===== config.mk =====
export PLATFORM = sky130hd
export DESIGN_NAME = pcrc_top
export DESIGN_NICKNAME = d
export VERILOG_FILES = /design/src/common/pcrc_pkg.sv /design/src/hdl/pcrc_clock_switch.sv /design/src/hdl/pcrc_top.sv
export SDC_FILE = /design/constraint.sdc
export NUM_CORES = 1
export LEC_CHECK = 0
export ABC_AREA = 1
export ABC_CLOCK_PERIOD_IN_PS = 1400
export BUFFER_PORTS_ARGS = -buffer_cell sky130_fd_sc_hd__buf_4
export CORE_AREA = 2 2 122 136
export CTS_CLUSTER_SIZE = 10
export DETAILED_ROUTE_END_ITERATION = 6
export DIE_AREA = 0 0 124 138
export PLACE_DENSITY = 0.74
export SLEW_MARGIN = 20
export SYNTH_ARGS = -nofsm -noshare
export SYNTH_HDL_FRONTEND = slang
export SYNTH_SLANG_ARGS = --single-unit

===== constraint.sdc =====
create_clock -name pclk -period 1.4 [get_ports pclk]
set_input_delay 0.28 -clock pclk [delete_from_list [all_inputs] [get_ports pclk]]
set_output_delay 0.28 -clock pclk [all_outputs]
set_load 0.02 [all_outputs]

===== src/common/pcrc_pkg.sv =====
package pcrc_pkg;

    // Register byte offsets on the APB window
    localparam logic [11:0] RESET_HOLD_OFFSET = 12'h040;
    localparam logic [11:0] TIMER_SOURCE_OFFSET = 12'h044;
    localparam logic [11:0] SWITCH_DONE_OFFSET = 12'h048;
    localparam logic [11:0] PWM_SOURCE_OFFSET = 12'h04c;
    localparam logic [11:0] IRQ_STATUS_OFFSET = 12'h060;
    localparam logic [11:0] IRQ_MASK_OFFSET = 12'h064;

    // Reset hold bit positions
    localparam int TIMER0_HOLD_BIT = 11;
    localparam int PWM1_HOLD_BIT = 10;
    localparam int PWM0_HOLD_BIT = 9;
    localparam int TWO_WIRE_HOLD_BIT = 8;
    localparam int SERIAL4_HOLD_BIT = 7;
    localparam int SERIAL3_HOLD_BIT = 6;
    localparam int SERIAL2_HOLD_BIT = 5;
    localparam int SERIAL1_HOLD_BIT = 4;
    localparam int SERIAL0_HOLD_BIT = 3;
    localparam int SPI_PORT1_HOLD_BIT = 2;
    localparam int SPI_PORT0_HOLD_BIT = 1;
    localparam int HOLD_MSB = 11;
    localparam int HOLD_LSB = 1;

    // Source field layout
    localparam int TIMER_COUNT = 8;
    localparam int TIMER_SOURCE_MSB = 15;
    localparam int PWM_SOURCE_MSB = 11;
    localparam int PWM_SOURCE_LSB = 8;
    localparam int SWITCH_CHANNELS = 10;
    localparam int DONE_TIMER_LSB = 2;

    // Values after reset
    localparam logic [10:0] RESET_HOLD_RESET = 11'h000;
    localparam logic [15:0] TIMER_SOURCE_RESET = 16'h0000;
    localparam logic [3:0] PWM_SOURCE_RESET = 4'h0;
    localparam logic [9:0] SWITCH_DONE_RESET = 10'h3ff;
    localparam logic [9:0] IRQ_MASK_RESET = 10'h000;

    // Changeover timing in pclk cycles
    localparam int DRAIN_CYCLES = 4;
    localparam int SETTLE_CYCLES = 4;

    typedef enum logic [1:0] {
        PCRC_SRC_PLL = 2'b00,
        PCRC_SRC_RC = 2'b01,
        PCRC_SRC_CRYSTAL = 2'b10
    } pcrc_source_type;

    typedef enum logic [1:0] {
        PCRC_SW_DONE = 2'b00,
        PCRC_SW_DRAIN = 2'b01,
        PCRC_SW_SETTLE = 2'b11
    } pcrc_switch_state_type;

    // Codes 10 and 11 both pick the crystal
    function automatic pcrc_source_type pcrc_decode(input logic [1:0] code);
        if (code[1]) begin
            return PCRC_SRC_CRYSTAL;
        end else if (code[0]) begin
            return PCRC_SRC_RC;
        end else begin
            return PCRC_SRC_PLL;
        end
    endfunction

endpackage


===== src/hdl/pcrc_clock_switch.sv =====
`timescale 1ns/1ps
module pcrc_clock_switch #(
    parameter int DRAIN = pcrc_pkg::DRAIN_CYCLES,
    parameter int SETTLE = pcrc_pkg::SETTLE_CYCLES
) (
    // Clock and reset
    input wire logic pclk,
    input wire logic presetn,
    // Field as software last wrote it
    input wire logic [1:0] requested_code,
    // Toward the clock tree
    output logic [1:0] applied_source,
    output logic clock_gate,
    // Status
    output logic switch_done,
    output logic done_event
);
    localparam int CNT_W = $clog2((DRAIN > SETTLE ? DRAIN : SETTLE) + 1);

    pcrc_pkg::pcrc_switch_state_type state, next_state;
    pcrc_pkg::pcrc_source_type applied, next_applied;
    logic [CNT_W-1:0] cnt, next_cnt;
    logic next_gate, next_done, next_event;

    always_comb begin
        next_state = state;
        next_applied = applied;
        next_cnt = cnt;
        next_gate = clock_gate;
        next_done = switch_done;
        next_event = 1'b0;
        unique case (state)
            pcrc_pkg::PCRC_SW_DONE: begin
                if (pcrc_pkg::pcrc_decode(requested_code) != applied) begin
                    // Stop the old clock first so no runt pulse reaches the timer or PWM
                    next_done = 1'b0;
                    next_gate = 1'b0;
                    next_cnt = '0;
                    next_state = pcrc_pkg::PCRC_SW_DRAIN;
                end
            end
            pcrc_pkg::PCRC_SW_DRAIN: begin
                if (cnt == CNT_W'(DRAIN - 1)) begin
                    next_applied = pcrc_pkg::pcrc_decode(requested_code);
                    next_cnt = '0;
                    next_state = pcrc_pkg::PCRC_SW_SETTLE;
                end else begin
                    next_cnt = cnt + CNT_W'(1);
                end
            end
            pcrc_pkg::PCRC_SW_SETTLE: begin
                if (cnt == CNT_W'(SETTLE - 1)) begin
                    // A field rewritten meanwhile is caught again from the done state
                    next_gate = 1'b1;
                    next_done = 1'b1;
                    next_event = 1'b1;
                    next_state = pcrc_pkg::PCRC_SW_DONE;
                end else begin
                    next_cnt = cnt + CNT_W'(1);
                end
            end
            default: begin
                next_state = pcrc_pkg::PCRC_SW_DONE;
            end
        endcase
    end

    always_ff @(posedge pclk or negedge presetn) begin
        if (!presetn) begin
            state <= pcrc_pkg::PCRC_SW_DONE;
            applied <= pcrc_pkg::PCRC_SRC_PLL;
            cnt <= '0;
            clock_gate <= 1'b1;
            switch_done <= 1'b1;
            done_event <= 1'b0;
        end else begin
            state <= next_state;
            applied <= next_applied;
            cnt <= next_cnt;
            clock_gate <= next_gate;
            switch_done <= next_done;
            done_event <= next_event;
        end
    end

    assign applied_source = 2'(applied);

endmodule


===== src/hdl/pcrc_top.sv =====
`timescale 1ns/1ps
module pcrc_top #(
    parameter int DRAIN = pcrc_pkg::DRAIN_CYCLES,
    parameter int SETTLE = pcrc_pkg::SETTLE_CYCLES
) (
    // APB slave
    input wire logic pclk,
    input wire logic presetn,
    input wire logic psel,
    input wire logic penable,
    input wire logic pwrite,
    input wire logic [11:0] paddr,
    input wire logic [31:0] pwdata,
    output logic [31:0] prdata,
    output logic pready,
    output logic pslverr,
    // Interrupt
    output logic irq,
    // Peripheral reset holds
    output logic timer0_reset_hold,
    output logic pwm1_reset_hold,
    output logic pwm0_reset_hold,
    output logic two_wire_reset_hold,
    output logic serial4_reset_hold,
    output logic serial3_reset_hold,
    output logic serial2_reset_hold,
    output logic serial1_reset_hold,
    output logic serial0_reset_hold,
    output logic spi_port1_reset_hold,
    output logic spi_port0_reset_hold,
    // Kernel clock selection toward the clock tree
    output logic [15:0] timer_source_select,
    output logic [7:0] timer_clock_gate,
    output logic [3:0] pwm_source_select,
    output logic [1:0] pwm_clock_gate
);
    localparam int CH = pcrc_pkg::SWITCH_CHANNELS;

    logic [pcrc_pkg::HOLD_MSB:pcrc_pkg::HOLD_LSB] reset_hold, next_reset_hold;
    logic [pcrc_pkg::TIMER_SOURCE_MSB:0] timer_source, next_timer_source;
    logic [3:0] pwm_source, next_pwm_source;
    logic [CH-1:0] irq_status, next_irq_status;
    logic [CH-1:0] irq_mask, next_irq_mask;
    logic [31:0] next_prdata;
    logic next_pready, next_pslverr, next_irq;

    logic [2*CH-1:0] requested_codes;
    logic [2*CH-1:0] applied_codes;
    logic [CH-1:0] gates;
    logic [CH-1:0] switch_done;
    logic [CH-1:0] done_events;

    logic access_wait;
    logic wr_take;
    logic rd_take;
    logic mapped;
    logic [31:0] rd_value;

    // Channels 0/1 are the PWMs, 2..9 the timers, matching the done flag layout
    assign requested_codes = {timer_source, pwm_source};

    genvar g;
    generate
        for (g = 0; g < CH; g++) begin : gen_switch
            pcrc_clock_switch #(
                .DRAIN(DRAIN),
                .SETTLE(SETTLE)
            ) u_switch (
                .pclk(pclk),
                .presetn(presetn),
                .requested_code(requested_codes[2*g +: 2]),
                .applied_source(applied_codes[2*g +: 2]),
                .clock_gate(gates[g]),
                .switch_done(switch_done[g]),
                .done_event(done_events[g])
            );
        end
    endgenerate

    // One wait state lets read data and the answer come from flops
    assign access_wait = psel & penable & ~pready;
    assign wr_take = psel & penable & pready & pwrite;
    assign rd_take = psel & penable & pready & ~pwrite;

    always_comb begin
        rd_value = 32'h0000_0000;
        mapped = 1'b1;
        unique case (paddr)
            pcrc_pkg::RESET_HOLD_OFFSET: begin
                rd_value[pcrc_pkg::HOLD_MSB:pcrc_pkg::HOLD_LSB] = reset_hold;
            end
            pcrc_pkg::TIMER_SOURCE_OFFSET: begin
                rd_value[pcrc_pkg::TIMER_SOURCE_MSB:0] = timer_source;
            end
            pcrc_pkg::SWITCH_DONE_OFFSET: begin
                rd_value[CH-1:0] = switch_done;
            end
            pcrc_pkg::PWM_SOURCE_OFFSET: begin
                rd_value[pcrc_pkg::PWM_SOURCE_MSB:pcrc_pkg::PWM_SOURCE_LSB] = pwm_source;
            end
            pcrc_pkg::IRQ_STATUS_OFFSET: begin
                rd_value[CH-1:0] = irq_status;
            end
            pcrc_pkg::IRQ_MASK_OFFSET: begin
                rd_value[CH-1:0] = irq_mask;
            end
            default: begin
                mapped = 1'b0;
            end
        endcase
    end

    always_comb begin
        next_reset_hold = reset_hold;
        next_timer_source = timer_source;
        next_pwm_source = pwm_source;
        next_irq_mask = irq_mask;
        if (wr_take) begin
            // Done flags and status are read-only; writes there are dropped
            if (paddr == pcrc_pkg::RESET_HOLD_OFFSET) begin
                next_reset_hold = pwdata[pcrc_pkg::HOLD_MSB:pcrc_pkg::HOLD_LSB];
            end
            if (paddr == pcrc_pkg::TIMER_SOURCE_OFFSET) begin
                next_timer_source = pwdata[pcrc_pkg::TIMER_SOURCE_MSB:0];
            end
            if (paddr == pcrc_pkg::PWM_SOURCE_OFFSET) begin
                next_pwm_source = pwdata[pcrc_pkg::PWM_SOURCE_MSB:pcrc_pkg::PWM_SOURCE_LSB];
            end
            if (paddr == pcrc_pkg::IRQ_MASK_OFFSET) begin
                next_irq_mask = pwdata[CH-1:0];
            end
        end
    end

    always_comb begin
        next_irq_status = irq_status;
        if (rd_take && paddr == pcrc_pkg::IRQ_STATUS_OFFSET) begin
            next_irq_status = '0;
        end
        // A completion landing on the clearing read is kept
        next_irq_status = next_irq_status | done_events;
        next_irq = |(next_irq_status & next_irq_mask);
    end

    always_comb begin
        next_pready = access_wait;
        next_pslverr = access_wait & ~mapped;
        next_prdata = 32'h0000_0000;
        if (access_wait && !pwrite) begin
            next_prdata = rd_value;
        end
    end

    always_ff @(posedge pclk or negedge presetn) begin
        if (!presetn) begin
            reset_hold <= pcrc_pkg::RESET_HOLD_RESET[pcrc_pkg::HOLD_MSB-1:0];
            timer_source <= pcrc_pkg::TIMER_SOURCE_RESET;
            pwm_source <= pcrc_pkg::PWM_SOURCE_RESET;
            irq_status <= '0;
            irq_mask <= pcrc_pkg::IRQ_MASK_RESET;
            irq <= 1'b0;
            prdata <= 32'h0000_0000;
            pready <= 1'b0;
            pslverr <= 1'b0;
        end else begin
            reset_hold <= next_reset_hold;
            timer_source <= next_timer_source;
            pwm_source <= next_pwm_source;
            irq_status <= next_irq_status;
            irq_mask <= next_irq_mask;
            irq <= next_irq;
            prdata <= next_prdata;
            pready <= next_pready;
            pslverr <= next_pslverr;
        end
    end

    // Hold lines are the register bits themselves
    assign timer0_reset_hold = reset_hold[pcrc_pkg::TIMER0_HOLD_BIT];
    assign pwm1_reset_hold = reset_hold[pcrc_pkg::PWM1_HOLD_BIT];
    assign pwm0_reset_hold = reset_hold[pcrc_pkg::PWM0_HOLD_BIT];
    assign two_wire_reset_hold = reset_hold[pcrc_pkg::TWO_WIRE_HOLD_BIT];
    assign serial4_reset_hold = reset_hold[pcrc_pkg::SERIAL4_HOLD_BIT];
    assign serial3_reset_hold = reset_hold[pcrc_pkg::SERIAL3_HOLD_BIT];
    assign serial2_reset_hold = reset_hold[pcrc_pkg::SERIAL2_HOLD_BIT];
    assign serial1_reset_hold = reset_hold[pcrc_pkg::SERIAL1_HOLD_BIT];
    assign serial0_reset_hold = reset_hold[pcrc_pkg::SERIAL0_HOLD_BIT];
    assign spi_port1_reset_hold = reset_hold[pcrc_pkg::SPI_PORT1_HOLD_BIT];
    assign spi_port0_reset_hold = reset_hold[pcrc_pkg::SPI_PORT0_HOLD_BIT];

    assign timer_source_select = applied_codes[2*CH-1:4];
    assign timer_clock_gate = gates[CH-1:pcrc_pkg::DONE_TIMER_LSB];
    assign pwm_source_select = applied_codes[3:0];
    assign pwm_clock_gate = gates[1:0];

endmodule


**Word level (Yosys, flattened, before mapping)**

Cells that the tools add are included.

- Reductions and logical operators: 78
- Add/sub/neg operators: 10
- Multiplexer cells: 170
- Equality and inequality tests: 86
- Bitwise logic cells: 11

Operators by type and width:

| kind | count |
|---|---|
| 2-bit 2-to-1 mux | 50 |
| 3-bit 2-to-1 mux | 30 |
| 3-bit case mux with 3 select lines | 10 |
| 3-bit AND reduction | 30 |
| 12-bit by 7-bit equality test with 1-bit output (second input constant) | 6 |
| 2-bit case mux with 3 select lines | 11 |
| 2-bit by 1-bit inequality test with 1-bit output (second input constant) | 30 |
| 1-bit 2-to-1 mux | 51 |
| 7-bit case mux with 5 select lines | 1 |
| 3-bit by 1-bit adder with 3-bit output (second input constant) | 10 |
| 3-bit by 2-bit equality test with 1-bit output (second input constant) | 10 |
| 10-bit 2-to-1 mux | 3 |
| 3-bit nonzero test | 10 |
| 2-bit AND reduction | 13 |
| 2-bit by 1-bit equality test with 1-bit output (second input constant) | 10 |
| 2-bit equality test (second input constant) | 10 |
| 2-bit logical NOT | 10 |
| 2-bit inequality test | 10 |
| 2-bit inequality test (second input constant) | 10 |
| 1-bit case mux with 2 select lines | 10 |
| 2-bit nonzero test | 10 |
| 16-bit 2-to-1 mux | 1 |
| 2-bit case mux with 6 select lines | 1 |
| 10-bit AND | 1 |
| 9 further kinds | 17 |

- Input port bits: 49
- Output and inout port bits: 76
- Register bits: 176
- Logic and storage cells: 414

**Depth between registers and ports, before layout**

Gate-level depths: netlist (run 1).

- Word-level depth: 8
- Depth in mapped cells: 12

**Hierarchy**

A second synthesis (run 1) with hierarchy kept.

- Cells, all modules: 1,009
- Area, all modules: 8,257.9 um2

Modules (own cells, without submodules):

| module | cells an instance | area an instance (um2) | instances |
|---|---|---|---|
| pcrc_clock_switch | 61 | 483.0 | 10 |
| pcrc_top | 399 | 3,428.3 | 1 |

**Worst setup path after synthesis (run 1)**

Ideal clock, no wire load.

- Path type: flip-flop to flip-flop
- Start: reg gen_switch[0].u_switch.cnt[0]
- End: reg gen_switch[0].u_switch.cnt[0]
- Library setup time: 0.127 ns
- Cell stages (with the launch flop): 9
- Buffers on the path: 0
- Setup slack: -0.105 ns
- Clock period less this slack: 1.505 ns
- Data arrival time: 1.378 ns
- Cells stage by stage: dfrtp_1 -> ha_1 -> ha_1 -> nor2_1 -> inv_1 -> a21oi_1 -> inv_1 -> nand2_1 -> o21ai_0

- Cells in the longest elaborated chain, start to end: 3

RTL lines:

| what | RTL line | text |
|---|---|---|
| from (decl) | pcrc_clock_switch.sv:22 | `logic [CNT_W-1:0] cnt, next_cnt;` |
| from (signal assigned) | pcrc_clock_switch.sv:79 | `cnt <= next_cnt;` |
| 3-bit by 1-bit adder with 3-bit output / 3-bit by 2-bit equality test with 1-bit output (equally long branches) | - |  |
| 3-bit 2-to-1 mux, or another cell as far along | pcrc_clock_switch.sv:52 | `if (cnt == CNT_W'(SETTLE - 1)) begin` |
| 3-bit case mux with 3 select lines / 3-bit AND reduction (equally long branches) | - |  |

Parallel ways exist; a longest one is shown, timed or not. The select of a mux whose other input is x is not followed.
A chain may end at the register's enable or synchronous reset.

**Final worst setup path (run 1)**

- Start: reg pready
- End: reg irq

RTL lines:

| what | RTL line | text |
|---|---|---|
| from (decl) | pcrc_top.sv:15 | `output logic pready,` |
| from (signal assigned) | pcrc_top.sv:173 | `pready <= next_pready;` |
| 1-bit AND (2 in series) | pcrc_top.sv:82 | `assign wr_take = psel & penable & pready & pwrite;` |
| 10-bit 2-to-1 mux | pcrc_top.sv:118 | `if (wr_take) begin` |
| net next_irq_mask[3] | pcrc_top.sv:43 | `logic [CH-1:0] irq_mask, next_irq_mask;` |
| 10-bit AND | pcrc_top.sv:142 | `next_irq = \|(next_irq_status & next_irq_mask);` |
| 10-bit OR reduction | pcrc_top.sv:142 |  |
| net next_irq | pcrc_top.sv:45 | `logic next_pready, next_pslverr, next_irq;` |
| to (signal assigned) | pcrc_top.sv:171 | `irq <= next_irq;` |
| to (decl) | pcrc_top.sv:18 | `output logic irq,` |

The timed path passes the listed nets, and every way through them passes these cells.

==> impl_metrics.toml, run 1 <==
[min_path]
hp-class = "in -> reg"
min_to = "timer_source[13]"
hp-start = "pwdata[13]"
whs_path_depth = 2

[global_route]
grt_max_degree = 63
grt_pass1_wl_um = 30560
grtUsageTotal = 0.2295
antenna_found_initial = 0
overflow = 0
grt_pass1_vias = 6340

[worst_setup_path]
crit_fanout = 5
endpoint_kind = "register"
crit_type = "reg -> reg"
reg2reg_depth = 11
worst_r2r_endpoint = "irq"
reg2reg_from = "pready"
startpoint = "pready"
rrSetupSlack_ns = -0.05
start_kind = "register"
worstPathRequired_ns = 1.71
arrival_ns = 1.76

[synthesis]
synthCells = 896
synth_top_family_by_area = "simple AND/OR/NAND/NOR gates"
yosys_warnings = 0
ys_top_cells_by_area = "dfrtp_1 (48%), nand2_1 (13%), ha_1 (5.3%), o21ai_0 (5.2%), inv_1 (5.0%)"
syn_area_mm2 = 0.007740
async_flop_share = 1.000
synth-simple-area-share = 0.2190
synth_top_area_cell = "dfrtp_1"
ys.flop_type = "dfrtp_1"
muxShareOfSynthArea = 0.007274
synth_area_per_cell_um2 = 8.638
synth_top_area_frac = 0.4850
synth-edff-count = 0
ys_types = 38
synth_compound_area_frac = 0.09311
synthXorXnorAreaFrac = 0.02037
ys_seq_elements = 160
yosysSeqAreaShare = 0.5189
synth_adder_area_share = 0.05335

[route]
vias = 6564
vias_per_cell = 5.003
wl_um = 19470
antenna_left = 0
drtIter0Drc = 474
drc = 0
wl_per_cell_um = 14.84
firstDrtPassIters = 5

[power_and_ir_drop]
swShare = 0.2639
comb_power_share = 0.131
powerDensity_mw_per_mm2 = 1052
p_seq_frac = 0.445
p_leak_uw = 0.005081
cell_internal_pwr_uw = 8103
p_clk_frac = 0.424
p_sw_uw = 2906
peakVddDrop_mv = 0.8595
power.total_uw = 11010

[cts]
cts_root_buf = "clkbuf_16"
path_clk_slew_ns = 0.06
numCtsBuffers = 17
clock_path_buffers = 2
h-tree-depth = 4
cts_tree = "yes"
clock_sinks = 160
insertion_delay_ns = 0.43

[timing]
hold_viol = 0
hold_slack_ns = 0.06755
skew_ns = 0.007646
tns_ns = -0.2478
finalSetupViolations = 14
finalCritPeriodShare = 1.037
post-route-min-period_ns = 1.451
drv_slew = 0
layout_setup_ws_ns = -0.05121
max_freq_mhz = 689.1
grt_setup_unrepaired = "true"

[cells_and_area]
nets = 1177
finalInstanceArea_mm2 = 0.01047
layout_common_cells = "nand2_1 (247), buf_4 (175), dfrtp_1 (148), inv_1 (83), o21ai_0 (63)"
syn2layout_area_growth_pct = 35.24
register_area_mm2 = 0.004019
multi_input_area_mm2 = 0.003488
layout-drive-gt1-share = 0.3294
fill_cells = 1255
layout_commonest_cell = "nand2_1"
num_antenna_cells = 0

[floorplanning]
num_rows = 49
die_h_um = 138
die_area_mm2 = 0.01711
io_pins = 125
core-area_mm2 = 0.01594
start_util = 0.4856
die_x_um = 124

[placement]
place.gp.congestion = 0.8393
portBuffers = 92
hpwlAfterDp_um = 13300
placed_area_mm2 = 0.009161
pre_cts_ws_ns = -0.2947

[status]
violations = "setup timing"
outcome = "finished with violations"

[job]
drv_cap = 0
## how the worst max path moves through the flow
stage	to	depth (start not counted)
global route	irq	11
CTS	irq	11
detailed placement	irq	11
floorplan	irq	11
finish	irq	11
global placement	irq	11
## kinds of logic after synthesis
| kind of cell | count (synthesis) |
|---|---|
| xor+xnor | 18 |
| other cells | 1 |
| compound gates | 133 |
| mux | 5 |
| fa+ha+maj | 33 |
| flops | 160 |
| simple gates | 401 |
| buf+inv | 145 |
## power groups by stage
| stage | registers (uW) | clock network [uW] | logic (uW) |
|---|---|---|---|
| after floorplan | 4940 | 0 | 607 |
| after global placement | 4940 | 0 | 997 |
| after detailed placement | 4950 | 0 | 1060 |
| after CTS | 4870 | 4730 | 1190 |
| after global routing | 4910 | 4940 | 1590 |
| final | 4900 | 4670 | 1440 |
## state kept, by name, indices dropped and copies added, names as in the netlist, 4 cells and up
signal,cells
gen_switch.u_switch.applied_source,20
gen_switch.u_switch.clock_gate,9
gen_switch.u_switch.cnt,30
gen_switch.u_switch.done_event,10
gen_switch.u_switch.state,20
irq_mask,10
irq_status,10
prdata,16
pwm_source,4
reset_hold,11
timer_source,16
## area by class of cell
cell class	count	share of cell area
clock buffers	18	0.04196
well taps	204	0.02438
flip-flops and latches	160	0.3839
repair buffers	203	0.1622
multi-input cells	606	0.3333
clock inverters	14	0.01518
inverters	107	0.03909
## stage by stage
step,util,std cells
3_3_place_gp,0.5747,1245
6_report,0.6567,1312
3_5_place_dp,0.5747,1245
4_1_cts,0.6296,1296
5_1_grt,0.6567,1312
2_1_floorplan,-,911
## cells in the mapped netlist (2+ instances only)
cell type,instances
nand3_2,2
nor2_4,3
a21oi_1,11
buf_6,2
mux2_1,5
nand2_2,6
xor2_1,8
o21ai_0,80
nor2_2,3
dfrtp_1,150
nand3_1,30
buf_4,28
dfstp_2,10
or2_1,2
nand2_1,272
nor3_1,3
inv_1,103
nand4_1,13
xnor2_1,10
buf_2,8
o21ai_1,30
inv_2,3
a21oi_2,5
nor2_1,62
ha_1,33
o211ai_1,2
## critical path, stage by stage (launching register included)
cell     delay (ns)
dfrtp_2        0.38
nand3_4        0.09
nor2_4         0.09
buf_6          0.12
nand3_4        0.08
buf_6          0.14
nand2_1        0.06
nand2_1        0.06
nand2_1        0.07
nand2_1        0.05
nor2_1         0.10
nand3_1        0.08
## timing repair
| item | in CTS | in global routing |
|---|---|---|
| hold buffers | 1 | 0 |
| pin swaps | 11 | 43 |
| setup buffers | 18 | 17 |
| hold endpoints to repair | 22 | 0 |
| cloned | 0 | 0 |
| gates resized for setup | 53 | 95 |
| endpoints found under the setup margin | 63 | 89 |
## metal layers
layer  GRT usage  vias up  routed length, um
met1      0.2914     3150               7855
met4     0.08811        0                492
met3     0.04290       41                819
met5           0        -                  0
met2      0.3864      159              10300
li1            -     3214                  -
(Power assumes the default switching activity.)
==> inputs of run 2 (changes only) <==
--- a/config.mk
+++ b/config.mk
@@ -9,6 +9,7 @@
 export ABC_CLOCK_PERIOD_IN_PS = 1400
 export BUFFER_PORTS_ARGS = -buffer_cell sky130_fd_sc_hd__buf_4
 export CORE_AREA = 2 2 122 136
+export CTS_BUF_LIST = sky130_fd_sc_hd__clkbuf_2
 export CTS_CLUSTER_SIZE = 10
 export DETAILED_ROUTE_END_ITERATION = 6
 export DIE_AREA = 0 0 124 138
==> run 2 against run 1 <==
  * The run still ends with setup timing left
  * Largest cell class unchanged
  * Critical path type is now reg -> out
  * Largest power group unchanged
  * Via count increased by 8.0%
  * Non-clock buffer count is 68 higher
  * Sequential cell count is the same
==> impl_metrics.toml, run 2 (same netlist as run 1, synthesis figures left out) <==
[cells_and_area]
layout_commonest_cell = "nand2_1"
largest_reg_flops = 30
register_area_mm2 = 0.004020
nets = 1246
fin_cells = 1383
fill_cells = 1097
layout_common_cells = "nand2_1 (222), buf_4 (155), dfrtp_1 (147), inv_1 (82), buf_6 (79)"
regMostFlops = "gen_switch.u_switch.cnt"
layout-drive-gt1-share = 0.3968
multi_input_area_mm2 = 0.003776
syn2layout_area_growth_pct = 46.09

[status]
outcome = "finished with violations"
violations = "setup timing"

[global_route]
antenna_found_initial = 1
grt_pass1_wl_um = 32020
grt_util_met1 = 0.2994
grt_pass1_vias = 6717
overflow = 0
grt_busiest_layer = "met2"
met2_usage = 0.4014
met3_usage = 0.05198
grtUsageTotal = 0.2404
grt_max_degree = 63

[cts]
cts_tree = "yes"
path_clk_slew_ns = 0.25
cts_root_buf = "clkbuf_2"
clock_path_buffers = 2
h-tree-depth = 4
numCtsBuffers = 17
insertion_delay_ns = 0.78
clock_sinks = 160

[route]
vias = 7089
antenna_left = 0
wl_per_cell_um = 15.65
drtIter0Drc = 430
firstDrtPassIters = 7
drc = 0
vias_per_cell = 5.126
wl_um = 21640

[placement]
place.gp.congestion = 0.8393
hpwlAfterDp_um = 13300
dp_cells = 1245
portBuffers = 92

[worst_setup_path]
start_kind = "register"
timing.critical_path.cells = "buf_6"
worstPathRequired_ns = 1.12
crit_type = "reg -> out"
cp_top_family = "flip-flops"
slowest_stage = "dfstp_2"
endpoint_kind = "output pin"
crit_fanout = 2
max_stage_delay_ns = 0.62
arrival_ns = 1.51
path_buf_inv = 1

[job]
drv_cap = 0

[timing]
relSlewSlack = 0.6576
hold_viol = 0
tightest_slew_ns = 0.5137
grt_setup_unrepaired = "true"
max_freq_mhz = 558.0
post-route-min-period_ns = 1.792
drv_slew = 0
layout_setup_ws_ns = -0.3921
hold_slack_ns = 0.05756
finalSetupViolations = 90
finalCritPeriodShare = 1.280
skew_ns = 0.03343
tns_ns = -18.70

[floorplanning]
die_h_um = 138
io_pins = 125
die_area_mm2 = 0.01711
num_rows = 49
start_util = 0.4856
core-area_mm2 = 0.01594
die_x_um = 124

[power_and_ir_drop]
p_leak_uw = 0.005445
peakVddDrop_mv = 0.6074
powerDensity_mw_per_mm2 = 804.0

[min_path]
hp-class = "in -> reg"
-- run 2: changes by cell type in the layout (fill, tap and decap cells not counted), sizes merged --
cell	previous run	this run
buf	202	248
clkbuf	18	19
clkinv	5	6
diode	0	2
dlygate4sd3	1	21
nand2	278	279
-- run 2: layer usage --
layer	up-vias	routed length [um]
li1	3355	-
met1	3447	8537
met2	221	11200
met3	66	1035
met4	0	870
met5	-	0
-- run 2: final timing paths --
check	from	end	slack (ns)	depth (start not counted)
max	gen_switch[1].u_switch.clock_gate	pwm_clock_gate[1]	-0.39	1
min	paddr[3]	irq_mask[7]	0.06	6
max reg2reg	pready	timer_source[0]	-0.23	8
min reg2reg	gen_switch[5].u_switch.done_event	irq_status[5]	0.49	2
max in group asynchronous	presetn	gen_switch[6].u_switch.clock_gate	0.30	4
min in group asynchronous	presetn	timer_source[10]	0.42	3
-- run 2: layout make-up --
cell class | instances | share of cell area
Clock buffer | 17 | 0.007525
Inverter | 107 | 0.03618
Antenna cell | 2 | 0.0004426
Clock inverter | 15 | 0.01439
Tap cell | 204 | 0.02257
Multi-Input combinational cell | 607 | 0.3340
Timing Repair Buffer | 271 | 0.2294
Sequential cell | 160 | 0.3555
-- run 2: timing repair --
item	4_1_cts	5_1_grt
hold buffers	21	1
gates resized for setup	121	179
gates cloned	2	3
pin swaps	13	46
hold endpoints to repair	218	19
endpoints found under the setup margin	117	174
buffers inserted	47	37
-- run 2: power by group --
part	switching, uW	total (uW)	leakage (uW)	internal, uW
registers	108	4890	0.00214	4780
logic	852	1560	0.00317	704
clock network	1800	2640	0.000137	842
total	2760	9090	0.00544	6330
-- run 2: through the flow --
step           instance area [um^2]  utilization  power (uW)  worst slack, ns
3_3_place_gp                   9161       0.5747        5942          -0.2448
5_1_grt                       11310       0.7093        9501          -0.4750
2_1_floorplan                  7816            -        5546        0.0007699
3_5_place_dp                   9161       0.5747        6013          -0.2947
4_1_cts                       10430       0.6541        8748          -0.4096
6_report                      11310       0.7093        9091          -0.3921
